$ cat config.mk
export PLATFORM = sky130hd
export DESIGN_NAME = serial_port
export DESIGN_NICKNAME = d
export VERILOG_FILES = /design/src/serial_port_pkg.sv /design/src/serial_port.sv
export SDC_FILE = /design/constraint.sdc
export NUM_CORES = 1
export LEC_CHECK = 0
export BUFFER_PORTS_ARGS = -buffer_cell sky130_fd_sc_hd__buf_2
export CAP_MARGIN = 15
export CORE_MARGIN = 1.5
export CORE_UTILIZATION = 47
export DETAILED_ROUTE_END_ITERATION = 7
export PLACE_DENSITY = 0.8
export SLEW_MARGIN = 5
export SYNTH_ARGS = -nofsm -noshare
export SYNTH_HDL_FRONTEND = slang
export SYNTH_SLANG_ARGS = --single-unit
$ cat constraint.sdc
create_clock -name aclk -period 4.7 [get_ports aclk]
set_clock_uncertainty 0.05 [all_clocks]
set_input_delay 0.47 -clock aclk [delete_from_list [all_inputs] [get_ports aclk]]
set_output_delay 0.47 -clock aclk [all_outputs]
set_load 0.05 [all_outputs]
$ cat src/serial_port_pkg.sv
package serial_port_pkg;

	// ----------------------------------------
	// Register byte addresses
	// ----------------------------------------
	localparam logic [3:0] status_addr = 4'h0;
	localparam logic [3:0] frame_ctrl_addr = 4'h4;
	localparam logic [3:0] second_ctrl_addr = 4'h8;
	localparam logic [3:0] data_addr = 4'hc;
	localparam logic [3:0] baud_addr = 4'h0 + 4'h0;

	// ----------------------------------------
	// Status field positions
	// ----------------------------------------
	localparam int parity_error_flag_pos = 7;
	localparam int noise_pos = 6;
	localparam int framing_error_flag_pos = 5;
	localparam int overrun_flag_pos = 4;
	localparam int rx_quiet_pos = 3;
	localparam int rx_ready_pos = 2;
	localparam int tx_quiet_pos = 1;
	localparam int tx_empty_pos = 0;

	// ----------------------------------------
	// Frame control field positions
	// ----------------------------------------
	localparam int unit_on_pos = 7;
	localparam int nine_bit_pos = 6;
	localparam int parity_on_pos = 5;
	localparam int parity_odd_pos = 4;
	localparam int two_stop_pos = 3;
	localparam int send_break_pos = 2;
	localparam int rx_ninth_pos = 1;
	localparam int tx_ninth_pos = 0;

	// ----------------------------------------
	// Second control field positions
	// ----------------------------------------
	localparam int transmitter_on_pos = 7;
	localparam int receiver_on_pos = 6;
	localparam int high_speed_pos = 5;
	localparam int receive_irq_on_pos = 2;

	// ----------------------------------------
	// Reset values and timing
	// ----------------------------------------
	localparam logic [7:0] frame_ctrl_reset = 8'h00;
	localparam logic [7:0] second_ctrl_reset = 8'h00;
	localparam logic [7:0] baud_reset = 8'h00;
	localparam int break_bits = 13;
	localparam int low_speed_div = 64;
	localparam int high_speed_div = 16;
	localparam int rx_depth = 2;

	typedef enum logic [1:0] {resp_okay = 2'b00, resp_slverr = 2'b10} axi_resp_e;

	typedef struct packed {
		logic parity_err;
		logic noise;
		logic framing_err;
		logic ninth;
		logic [7:0] data;
	} rx_word_s;

endpackage : serial_port_pkg

$ cat src/serial_port.sv
// The implementer's own choices: the placing of the registers and register access over AXI4-Lite.
`timescale 1ns/1ps
// Operation
// - Receive quiet low from start to stop
// - Word transfer sets ready, raises receive irq
// - Errors flagged with ready, same cycle
// - Ready clears after status, data read, empty
// - Transmit quiet when empty and not shifting
// - Status read then data write clears quiet
// - No transmit quiet while word/break queued
// - Holding empty set on shift load
// - Status read then data write clears empty
// - Transmitter enable sets holding empty
// - Unit off floats lines; on follows enables
// - Disable discards buffers, resets baud counter
// - Disable clears enables/flags, sets quiet flags
// - Disable aborts frames; re-enable keeps config
// - Bit 6 selects eight or nine bits
// - Bit 5 enables parity
// - Bit 4 selects odd parity
// - Bit 3 selects two stop bits
// - Break after buffered data, 13 bits min
// - Ninth bits: receive bit 1, transmit bit 0
// - Least significant bit first, baud timed
// - Status read then data access clears overrun; word errors clear on status read then data read
module serial_port
	import serial_port_pkg::*;
(
	input wire logic aclk,
	input wire logic aresetn,
	input wire logic [3:0] s_axi_awaddr,
	input wire logic s_axi_awvalid,
	output logic s_axi_awready,
	input wire logic [31:0] s_axi_wdata,
	input wire logic [3:0] s_axi_wstrb,
	input wire logic s_axi_wvalid,
	output logic s_axi_wready,
	output logic [1:0] s_axi_bresp,
	output logic s_axi_bvalid,
	input wire logic s_axi_bready,
	input wire logic [3:0] s_axi_araddr,
	input wire logic s_axi_arvalid,
	output logic s_axi_arready,
	output logic [31:0] s_axi_rdata,
	output logic [1:0] s_axi_rresp,
	output logic s_axi_rvalid,
	input wire logic s_axi_rready,
	input wire logic rx_in,
	output logic rx_in_used,
	output logic tx_out,
	output logic tx_oe,
	output logic irq
);

	// ----------------------------------------
	// Register state
	// ----------------------------------------
	logic [7:0] frame_reg;
	logic [7:0] ctrl2_reg;
	logic [7:0] baud_reg;
	logic tx_empty_reg, tx_quiet_reg, rx_quiet_reg, overrun_flag_reg;
	logic status_seen_reg;
	logic unit_on, tx_on, rx_on;
	logic wr_fire, rd_fire, wr_data, rd_data, rd_status;
	logic [3:0] aw_reg;
	logic aw_full_reg, w_full_reg;
	logic [7:0] wd_reg;
	logic wstrb0_reg;
	logic rx_push, rx_pop, rx_store, tx_load;
	rx_word_s rx_new;
	rx_word_s rx_mem [rx_depth];
	logic [1:0] rx_count_reg;
	logic rx_rd_ptr_reg;
	rx_word_s rx_head;
	logic [7:0] tx_hold_reg;
	logic tx_hold_ninth_reg;

	assign unit_on = frame_reg[unit_on_pos];
	assign tx_on = unit_on && ctrl2_reg[transmitter_on_pos];
	assign rx_on = unit_on && ctrl2_reg[receiver_on_pos];

	// ----------------------------------------
	// AXI4-Lite slave
	// ----------------------------------------
	assign s_axi_awready = !aw_full_reg && !s_axi_bvalid;
	assign s_axi_wready = !w_full_reg && !s_axi_bvalid;
	assign s_axi_arready = !s_axi_rvalid;
	assign wr_fire = aw_full_reg && w_full_reg && !s_axi_bvalid;
	assign rd_fire = s_axi_arvalid && s_axi_arready;
	assign wr_data = wr_fire && aw_reg == data_addr && wstrb0_reg;
	assign rd_data = rd_fire && s_axi_araddr == data_addr;
	assign rd_status = rd_fire && s_axi_araddr == status_addr;

	always_ff @(posedge aclk)
	begin
		if (!aresetn)
		begin
			aw_full_reg <= 1'b0;
			w_full_reg <= 1'b0;
			aw_reg <= 4'h0;
			wd_reg <= 8'h00;
			wstrb0_reg <= 1'b0;
			s_axi_bvalid <= 1'b0;
			s_axi_bresp <= resp_okay;
		end
		else
		begin
			if (s_axi_awvalid && s_axi_awready)
			begin
				aw_full_reg <= 1'b1;
				aw_reg <= {s_axi_awaddr[3:2], 2'b00};
			end
			if (s_axi_wvalid && s_axi_wready)
			begin
				w_full_reg <= 1'b1;
				wd_reg <= s_axi_wdata[7:0];
				wstrb0_reg <= s_axi_wstrb[0];
			end
			if (wr_fire)
			begin
				aw_full_reg <= 1'b0;
				w_full_reg <= 1'b0;
				s_axi_bvalid <= 1'b1;
				s_axi_bresp <= resp_okay;
			end
			else if (s_axi_bvalid && s_axi_bready)
				s_axi_bvalid <= 1'b0;
		end
	end

	always_ff @(posedge aclk)
	begin
		if (!aresetn)
		begin
			s_axi_rvalid <= 1'b0;
			s_axi_rdata <= 32'h0;
			s_axi_rresp <= resp_okay;
		end
		else if (rd_fire)
		begin
			s_axi_rvalid <= 1'b1;
			s_axi_rresp <= resp_okay;
			case (s_axi_araddr[3:2])
				2'h0: s_axi_rdata <= {24'h0, rx_head.parity_err && rx_count_reg != 2'd0,
					rx_head.noise && rx_count_reg != 2'd0,
					rx_head.framing_err && rx_count_reg != 2'd0, overrun_flag_reg, rx_quiet_reg,
					rx_count_reg != 2'd0, tx_quiet_reg, tx_empty_reg};
				2'h1: s_axi_rdata <= {24'h0, frame_reg[7:2], rx_head.ninth && rx_count_reg != 2'd0, 1'b0};
				2'h2: s_axi_rdata <= {24'h0, ctrl2_reg};
				default: s_axi_rdata <= {24'h0, rx_head.data};
			endcase
		end
		else if (s_axi_rready)
			s_axi_rvalid <= 1'b0;
	end

	// ----------------------------------------
	// Control registers
	// ----------------------------------------
	always_ff @(posedge aclk)
	begin
		if (!aresetn)
		begin
			frame_reg <= frame_ctrl_reset;
			ctrl2_reg <= second_ctrl_reset;
		end
		else
		begin
			if (wr_fire && wstrb0_reg && aw_reg == frame_ctrl_addr)
				frame_reg <= {wd_reg[7:2], 1'b0, wd_reg[tx_ninth_pos]};
			if (wr_fire && wstrb0_reg && aw_reg == second_ctrl_addr)
				ctrl2_reg <= wd_reg;
			if (!unit_on)
			begin
				frame_reg[send_break_pos] <= 1'b0;
				ctrl2_reg[transmitter_on_pos] <= 1'b0;
				ctrl2_reg[receiver_on_pos] <= 1'b0;
			end
		end
	end

	// Baud divisor fixed at its reset value, no register slot
	assign baud_reg = baud_reset;

	// ----------------------------------------
	// Baud tick generator
	// ----------------------------------------
	logic [13:0] baud_cnt_reg;
	logic [13:0] baud_div;
	logic baud_tick;
	assign baud_div = ctrl2_reg[high_speed_pos] ? 14'((int'(baud_reg) + 1) * high_speed_div)
		: 14'((int'(baud_reg) + 1) * low_speed_div);
	assign baud_tick = baud_cnt_reg == 14'(int'(baud_div) - 1);

	always_ff @(posedge aclk)
	begin
		if (!aresetn || !unit_on || baud_tick)
			baud_cnt_reg <= 14'h0;
		else
			baud_cnt_reg <= baud_cnt_reg + 14'h1;
	end

	// ----------------------------------------
	// Transmitter
	// ----------------------------------------
	typedef enum logic [2:0] {tx_idle, tx_start, tx_bits, tx_par, tx_stop, tx_brk} tx_state_e;
	tx_state_e tx_state_reg;
	logic [8:0] tx_shift_reg;
	logic [4:0] tx_idx_reg;
	logic tx_par_reg;
	logic tx_full_reg;
	logic [3:0] data_bits;
	assign data_bits = frame_reg[nine_bit_pos] ? 4'd9 : 4'd8;
	assign tx_load = tx_state_reg == tx_idle && tx_full_reg && baud_tick;

	always_ff @(posedge aclk)
	begin
		if (!aresetn || !tx_on)
		begin
			tx_state_reg <= tx_idle;
			tx_idx_reg <= 5'd0;
			tx_shift_reg <= 9'h0;
			tx_par_reg <= 1'b0;
			tx_out <= 1'b1;
		end
		else if (baud_tick)
		begin
			case (tx_state_reg)
				tx_idle:
				begin
					tx_out <= 1'b1;
					if (tx_full_reg)
					begin
						tx_shift_reg <= {tx_hold_ninth_reg, tx_hold_reg};
						tx_par_reg <= frame_reg[parity_odd_pos];
						tx_state_reg <= tx_start;
					end
					else if (frame_reg[send_break_pos])
					begin
						tx_idx_reg <= 5'd0;
						tx_state_reg <= tx_brk;
					end
				end
				tx_start:
				begin
					tx_out <= 1'b0;
					tx_idx_reg <= 5'd0;
					tx_state_reg <= tx_bits;
				end
				tx_bits:
				begin
					tx_out <= tx_shift_reg[0];
					tx_par_reg <= tx_par_reg ^ tx_shift_reg[0];
					tx_shift_reg <= {1'b0, tx_shift_reg[8:1]};
					tx_idx_reg <= tx_idx_reg + 5'd1;
					if (tx_idx_reg == 5'(data_bits - 4'd1))
						tx_state_reg <= frame_reg[parity_on_pos] ? tx_par : tx_stop;
				end
				tx_par:
				begin
					tx_out <= tx_par_reg;
					tx_idx_reg <= 5'd0;
					tx_state_reg <= tx_stop;
				end
				tx_stop:
				begin
					tx_out <= 1'b1;
					tx_idx_reg <= 5'd0;
					if (tx_state_reg == tx_stop && (!frame_reg[two_stop_pos] || tx_idx_reg == 5'd1))
						tx_state_reg <= tx_idle;
					else
						tx_idx_reg <= 5'd1;
				end
				tx_brk:
				begin
					// Line returns high on the tick that leaves the break
					tx_out <= tx_idx_reg >= 5'(break_bits) && !frame_reg[send_break_pos];
					if (tx_idx_reg < 5'(break_bits))
						tx_idx_reg <= tx_idx_reg + 5'd1;
					else if (!frame_reg[send_break_pos])
						tx_state_reg <= tx_idle;
				end
				default: tx_state_reg <= tx_idle;
			endcase
		end
	end

	always_ff @(posedge aclk)
	begin
		if (!aresetn || !tx_on)
		begin
			tx_full_reg <= 1'b0;
			tx_hold_reg <= 8'h00;
			tx_hold_ninth_reg <= 1'b0;
		end
		else if (wr_data)
		begin
			tx_full_reg <= 1'b1;
			tx_hold_reg <= wd_reg;
			tx_hold_ninth_reg <= frame_reg[tx_ninth_pos];
		end
		else if (tx_load)
			tx_full_reg <= 1'b0;
	end

	always_ff @(posedge aclk)
	begin
		if (!aresetn || !tx_on)
		begin
			tx_empty_reg <= 1'b1;
			tx_quiet_reg <= 1'b1;
		end
		else
		begin
			if (tx_load)
				tx_empty_reg <= 1'b1;
			else if (wr_data && status_seen_reg)
				tx_empty_reg <= 1'b0;
			if (wr_data && status_seen_reg)
				tx_quiet_reg <= 1'b0;
			else if (tx_full_reg || frame_reg[send_break_pos] || tx_state_reg != tx_idle)
				tx_quiet_reg <= 1'b0;
			else if (tx_empty_reg)
				tx_quiet_reg <= 1'b1;
		end
	end

	// Status read arms the clearing sequence
	always_ff @(posedge aclk)
	begin
		if (!aresetn)
			status_seen_reg <= 1'b0;
		else if (rd_status)
			status_seen_reg <= 1'b1;
		else if (rd_data || wr_data)
			status_seen_reg <= 1'b0;
	end

	// ----------------------------------------
	// Receiver
	// ----------------------------------------
	typedef enum logic [2:0] {rx_wait, rx_start, rx_bits, rx_par, rx_stop} rx_state_e;
	rx_state_e rx_state_reg;
	logic [8:0] rx_shift_reg;
	logic [4:0] rx_idx_reg;
	logic rx_par_reg;

	always_ff @(posedge aclk)
	begin
		if (!aresetn || !rx_on)
		begin
			rx_state_reg <= rx_wait;
			rx_quiet_reg <= 1'b1;
			rx_idx_reg <= 5'd0;
			rx_shift_reg <= 9'h0;
			rx_par_reg <= 1'b0;
		end
		else if (baud_tick)
		begin
			case (rx_state_reg)
				rx_wait:
					if (!rx_in)
					begin
						rx_quiet_reg <= 1'b0;
						rx_state_reg <= rx_bits;
						rx_idx_reg <= 5'd0;
						rx_par_reg <= frame_reg[parity_odd_pos];
					end
				rx_bits:
				begin
					rx_shift_reg <= frame_reg[nine_bit_pos] ? {rx_in, rx_shift_reg[8:1]}
						: {1'b0, rx_in, rx_shift_reg[7:1]};
					rx_par_reg <= rx_par_reg ^ rx_in;
					rx_idx_reg <= rx_idx_reg + 5'd1;
					if (rx_idx_reg == 5'(data_bits - 4'd1))
						rx_state_reg <= frame_reg[parity_on_pos] ? rx_par : rx_stop;
				end
				rx_par:
				begin
					rx_par_reg <= rx_par_reg ^ rx_in;
					rx_state_reg <= rx_stop;
				end
				rx_stop:
				begin
					rx_quiet_reg <= 1'b1;
					rx_state_reg <= rx_wait;
				end
				default: rx_state_reg <= rx_wait;
			endcase
		end
	end

	assign rx_push = baud_tick && rx_on && rx_state_reg == rx_stop;
	assign rx_new = '{parity_err: frame_reg[parity_on_pos] && rx_par_reg, noise: 1'b0,
		framing_err: !rx_in, ninth: rx_shift_reg[8], data: rx_shift_reg[7:0]};
	assign rx_pop = rd_data && status_seen_reg && rx_count_reg != 2'd0;
	// Full buffer still stores when the head is popped in the same cycle
	assign rx_store = rx_push && (rx_count_reg != 2'(rx_depth) || rx_pop);
	assign rx_head = rx_mem[rx_rd_ptr_reg];

	always_ff @(posedge aclk)
	begin
		if (rx_store)
			rx_mem[rx_rd_ptr_reg ^ rx_count_reg[0]] <= rx_new;
	end

	always_ff @(posedge aclk)
	begin
		if (!aresetn || !rx_on)
		begin
			rx_count_reg <= 2'd0;
			rx_rd_ptr_reg <= 1'b0;
			overrun_flag_reg <= 1'b0;
		end
		else
		begin
			if (rx_push && rx_count_reg == 2'(rx_depth) && !rx_pop)
				overrun_flag_reg <= 1'b1;
			else if (status_seen_reg && (rd_data || wr_data))
				overrun_flag_reg <= 1'b0;
			if (rx_pop)
				rx_rd_ptr_reg <= !rx_rd_ptr_reg;
			case ({rx_store, rx_pop})
				2'b10: rx_count_reg <= rx_count_reg + 2'd1;
				2'b01: rx_count_reg <= rx_count_reg - 2'd1;
				default: rx_count_reg <= rx_count_reg;
			endcase
		end
	end

	// ----------------------------------------
	// Pins and interrupt
	// ----------------------------------------
	assign tx_oe = tx_on;
	assign rx_in_used = rx_on;
	assign irq = ctrl2_reg[receive_irq_on_pos] && (rx_count_reg != 2'd0 || overrun_flag_reg);

	property p_tx_empty_on_load;
		@(posedge aclk) disable iff (!aresetn) tx_load && tx_on |=> tx_empty_reg;
	endproperty
	a_tx_empty_on_load: assert property (p_tx_empty_on_load) else $error("empty not set on load");

	property p_off_floats;
		@(posedge aclk) disable iff (!aresetn) !unit_on |-> !tx_oe && !rx_in_used;
	endproperty
	a_off_floats: assert property (p_off_floats) else $error("lines driven while off");

	property p_off_flags;
		@(posedge aclk) disable iff (!aresetn) !unit_on ##1 !unit_on |-> tx_empty_reg && tx_quiet_reg
			&& rx_quiet_reg && rx_count_reg == 2'd0 && !overrun_flag_reg;
	endproperty
	a_off_flags: assert property (p_off_flags) else $error("flags wrong while off");

	property p_quiet_line_high;
		@(posedge aclk) disable iff (!aresetn) tx_quiet_reg && tx_on && tx_state_reg == tx_idle |-> tx_out;
	endproperty
	a_quiet_line_high: assert property (p_quiet_line_high) else $error("line low while quiet");

	property p_no_quiet_queued;
		@(posedge aclk) disable iff (!aresetn) tx_on && tx_full_reg ##1 tx_on |-> !tx_quiet_reg;
	endproperty
	a_no_quiet_queued: assert property (p_no_quiet_queued) else $error("quiet while queued");

	property p_rx_busy;
		@(posedge aclk) disable iff (!aresetn) rx_state_reg == rx_bits |-> !rx_quiet_reg;
	endproperty
	a_rx_busy: assert property (p_rx_busy) else $error("receive quiet during frame");

	property p_break_len;
		@(posedge aclk) disable iff (!aresetn) tx_state_reg == tx_brk && tx_idx_reg != 5'd0 |-> !tx_out;
	endproperty
	a_break_len: assert property (p_break_len) else $error("break line high");

	property p_push_ready;
		@(posedge aclk) disable iff (!aresetn) rx_push && !rx_pop && rx_count_reg == 2'd0 |=> rx_count_reg == 2'd1;
	endproperty
	a_push_ready: assert property (p_push_ready) else $error("ready not set on word");

endmodule : serial_port

==> run_results.csv <==
group,metric,value,unit
floorplanning,rows,41,
clock_tree,cts.htree.levels,4,
job,max-cap-violations,0,
detailed_routing,avg_wl_per_cell,15.4,µm
worst_setup_path,worstPathArrival,2.63,ns
sta,clock.fmax,391,MHz
worst_setup_path,timing.critical_path.to_type,"register",
finish,flow.area_growth_from_synthesis,12.7,%
finish,share_of_final_layout_standard_cells_stronger_than_drive_strength_1,0.134,
global_routing,antenna_found_initial,0,
finish,largest_reg_flops,22,
synth,synth_async_sr_flop_share,0,
place,hpwlAfterDp,9.36,mm
sta,setup_repair_after_global_routing_missed_its_margin,"false",
clock_tree,cts_resized,0,
worst_setup_path,critPathLaunch,"s_axi_rvalid",
sta,time_the_final_worst_path_needs_with_i_o_delays_and_setup,2.56,ns
clock_tree,tritoncts.num_buffers,17,
power,power_density_cells,380,nW/µm²
synth,distinct_cell_type_count_after_synthesis,65,
finish,area_of_combinational_cells_with_multiple_inputs,3000,µm²
finish,filler_cell_count,1107,
place,gpl.final_weighted_congestion,0.873,
synth,primary_flip_flop_cell_chosen_by_synthesis_mapping,"dfxtp_1",
sta,timing.hold.ws,0.248,ns
detailed_routing,ant_nets,0,
worst_setup_path,path_max_fanout,11,
global_routing,grt_overflow,0,
worst_hold_path,hold_class,"in -> reg",
global_routing,groute.usage.overall,0.210,
floorplanning,start_util,0.483,
sta,worst_pin_slew,0.922,ns
clock_tree,tritoncts_num_sinks,130,
place,place.port_buffers,39,
clock_tree,clkLatencyLatePin,0.43,ns
global_routing,pin_count_of_the_biggest_net_entering_global_routing,43,
detailed_routing,drt_first_iter_violations,298,
worst_hold_path,hold_path_startpoint,"s_axi_wstrb[0]",
synth,ys_ff_latch,130,
run_status,run_status,"completed",
global_routing,grt_first_pass_wirelength,21.9,mm
detailed_routing,detailedRoute.firstPassIterationCount,5,
floorplanning,die_width,117,µm
power,netSwitchingFraction,0.236,
detailed_routing,postRouteWirelength,13.5,mm
floorplanning,design.portCount,97,
detailed_routing,via_count,4870,
clock_tree,postCtsSetupRepairBufs,0,
synth,syn-instance-count,667,
worst_setup_path,crit-reg2reg-launch,"s_axi_rvalid",
worst_setup_path,setup.worst_path.class,"reg -> reg",
sta,final.setup.tns,0,ns
floorplanning,coreArea,12700,µm²
finish,antenna_cells,0,
detailed_routing,route.detailed.vias_per_inst,5.57,
finish,fin_nets,746,
synth,mappedNetlistArea,6130,µm²
detailed_routing,drt_drc_violations_left,0,
sta,number_of_slew_limit_violations_in_the_final_report,0,
worst_setup_path,worst_path_required_time,4.78,ns
clock_tree,clk_root_buffer_cell,"clkbuf_16",
worst_setup_path,launching_element_type_of_the_critical_path,"register",
power,power.combinational.fraction,0.058,
power,p_leak,2.34,nW
synth,postSynthAreaPerCell,9.18,µm²
synth,ys.warnings.count,0,
clock_tree,maximum_root_to_sink_buffer_count,2,
floorplanning,vertical_extent_of_the_die,117,µm
global_routing,via_count_of_the_first_global_routing_pass,4550,
sta,timing_hold_violations_final,0,
power,switching_power,0.620,mW
power,cellInternalPower,2.01,mW
synth,number_of_flops_mapped_to_enable_cells_by_yosys,22,
power,vdd.ir_drop.worst,0.000316,V
finish,sequential_cell_area,2820,µm²
power,clkPwrFrac,0.502,
synth,seq_area_frac_synth,0.461,
floorplanning,floorplan.die_area,13700,µm²
clock_tree,cts_tree,"built",
power,reg_power_frac,0.440,
clock_tree,postCtsHoldBufs,0,
sta,timing.final.setup_violations,0,
sta,slew_limit_headroom,0.383,
sta,period_share,0.544,
clock_tree,clkTransAtPathRegs,0.06,ns
power groups by stage:
stage	Clock, mW	Combinational (mW)	Sequential [mW]
2_1_floorplan	0	0.121	1.20
3_3_place_gp	0	0.149	1.18
3_5_place_dp	0	0.151	1.18
4_1_cts	1.33	0.152	1.16
5_1_grt	1.38	0.163	1.16
6_report	1.32	0.152	1.16
routing by layer:
layer / vias up / routed length (µm) / track usage
met3: 27 / 722 / 0.0644
met1: 2330 / 5890 / 0.251
li1: 2365 / - / -
met2: 148 / 6620 / 0.355
met5: - / 0 / 0
met4: 0 / 280 / 0.0811
layout by cell type, fill, tap and decap left out, types with 4 or more instances in the layout:
cell type,n
nor2b_1,17
nand2_1,102
nor4_1,5
clkinv_2,4
a21boi_0,16
nand2b_1,6
dfxtp_1,108
nor3_1,18
and2_1,7
conb_1,28
mux4_2,4
clkbuf_16,17
buf_2,39
xnor2_1,5
edfxtp_1,22
o211ai_1,6
a21oi_1,35
inv_1,10
nor2_1,58
a211oi_1,6
a311oi_1,8
buf_4,5
o211a_1,5
nand4_1,9
mux2i_1,39
ha_1,4
xor2_1,7
mux2_2,4
and3_1,8
o21ai_0,16
nand3_1,17
or3_1,8
synth_stat cells, types with 4 or more instances:
cell type,n,area share
clkbuf_1,31,0.019
o211a_1,5,0.0082
buf_4,28,0.034
mux2_2,4,0.0074
a211oi_1,6,0.0074
nor2_1,58,0.036
and3_1,8,0.0082
dfxtp_1,108,0.35
nand2b_1,6,0.0061
a311oi_1,8,0.011
nor2b_1,17,0.017
nand2_1,102,0.063
xor2_1,7,0.010
mux2i_1,39,0.064
o21ai_0,16,0.013
nor4_1,5,0.0051
o211ai_1,6,0.0074
a21oi_1,35,0.029
nor3_1,18,0.015
buf_2,7,0.0057
mux4_2,4,0.015
xnor2_1,5,0.0071
a21boi_0,16,0.020
nand4_1,9,0.0092
edfxtp_1,22,0.11
inv_1,10,0.0061
or3_1,8,0.0082
and2_1,7,0.0071
nand3_1,17,0.014
ha_1,4,0.0082
kinds of logic (layout without fill, tap and decap cells):
| kind of cell | count (synthesis) | after routing | share of synthesized area |
|---|---|---|---|
| adders and majority gates | 4 | 4 | 0.00817 |
| other | 1 | 28 | 0.000612 |
| and+or+nand+nor | 278 | 278 | 0.225 |
| DFF | 130 | 130 | 0.461 |
| muxes | 47 | 47 | 0.0858 |
| buffers and inverters | 77 | 86 | 0.0658 |
| xor gates and xnor gates | 12 | 12 | 0.0172 |
| AOI/OAI and AO/OA | 118 | 118 | 0.136 |
final cells by class:
class | count | area share
inverters | 10 | 0.00544
multi-input cells | 487 | 0.435
flip-flops and latches | 130 | 0.409
repair buffers | 44 | 0.0337
clock inverters | 14 | 0.0237
clock buffers | 18 | 0.0622
well taps | 172 | 0.0312
path summary, 6_finish.rpt:
path	endpoint	slack (ns)	cells after the start
setup / recovery	rx_mem[0][6]	2.14	6
hold / removal	wstrb0_reg	0.25	3
setup reg to reg	rx_mem[0][6]	2.14	6
hold reg to reg	baud_cnt_reg[0]	0.40	1
stage by stage:
step	instances	util	setup WS (ns)	power, mW	area, µm²
floorplan	694	-	1.90	1.32	6230
global placement	843	0.498	2.08	1.33	6310
CTS	875	0.545	2.25	2.64	6900
detailed placement	843	0.498	2.07	1.33	6310
finish	875	0.545	2.14	2.63	6900
global route	875	0.545	2.04	2.70	6900
worst max-delay path, cell delays in order, from the launching register on:
cell      delay, ns
dfxtp_1        0.35
nor4b_1        0.73
nand4_1        0.30
a211oi_1       0.36
a21oi_1        0.08
nor3_1         0.15
buf_4          0.23
(Power assumes the default switching activity.)
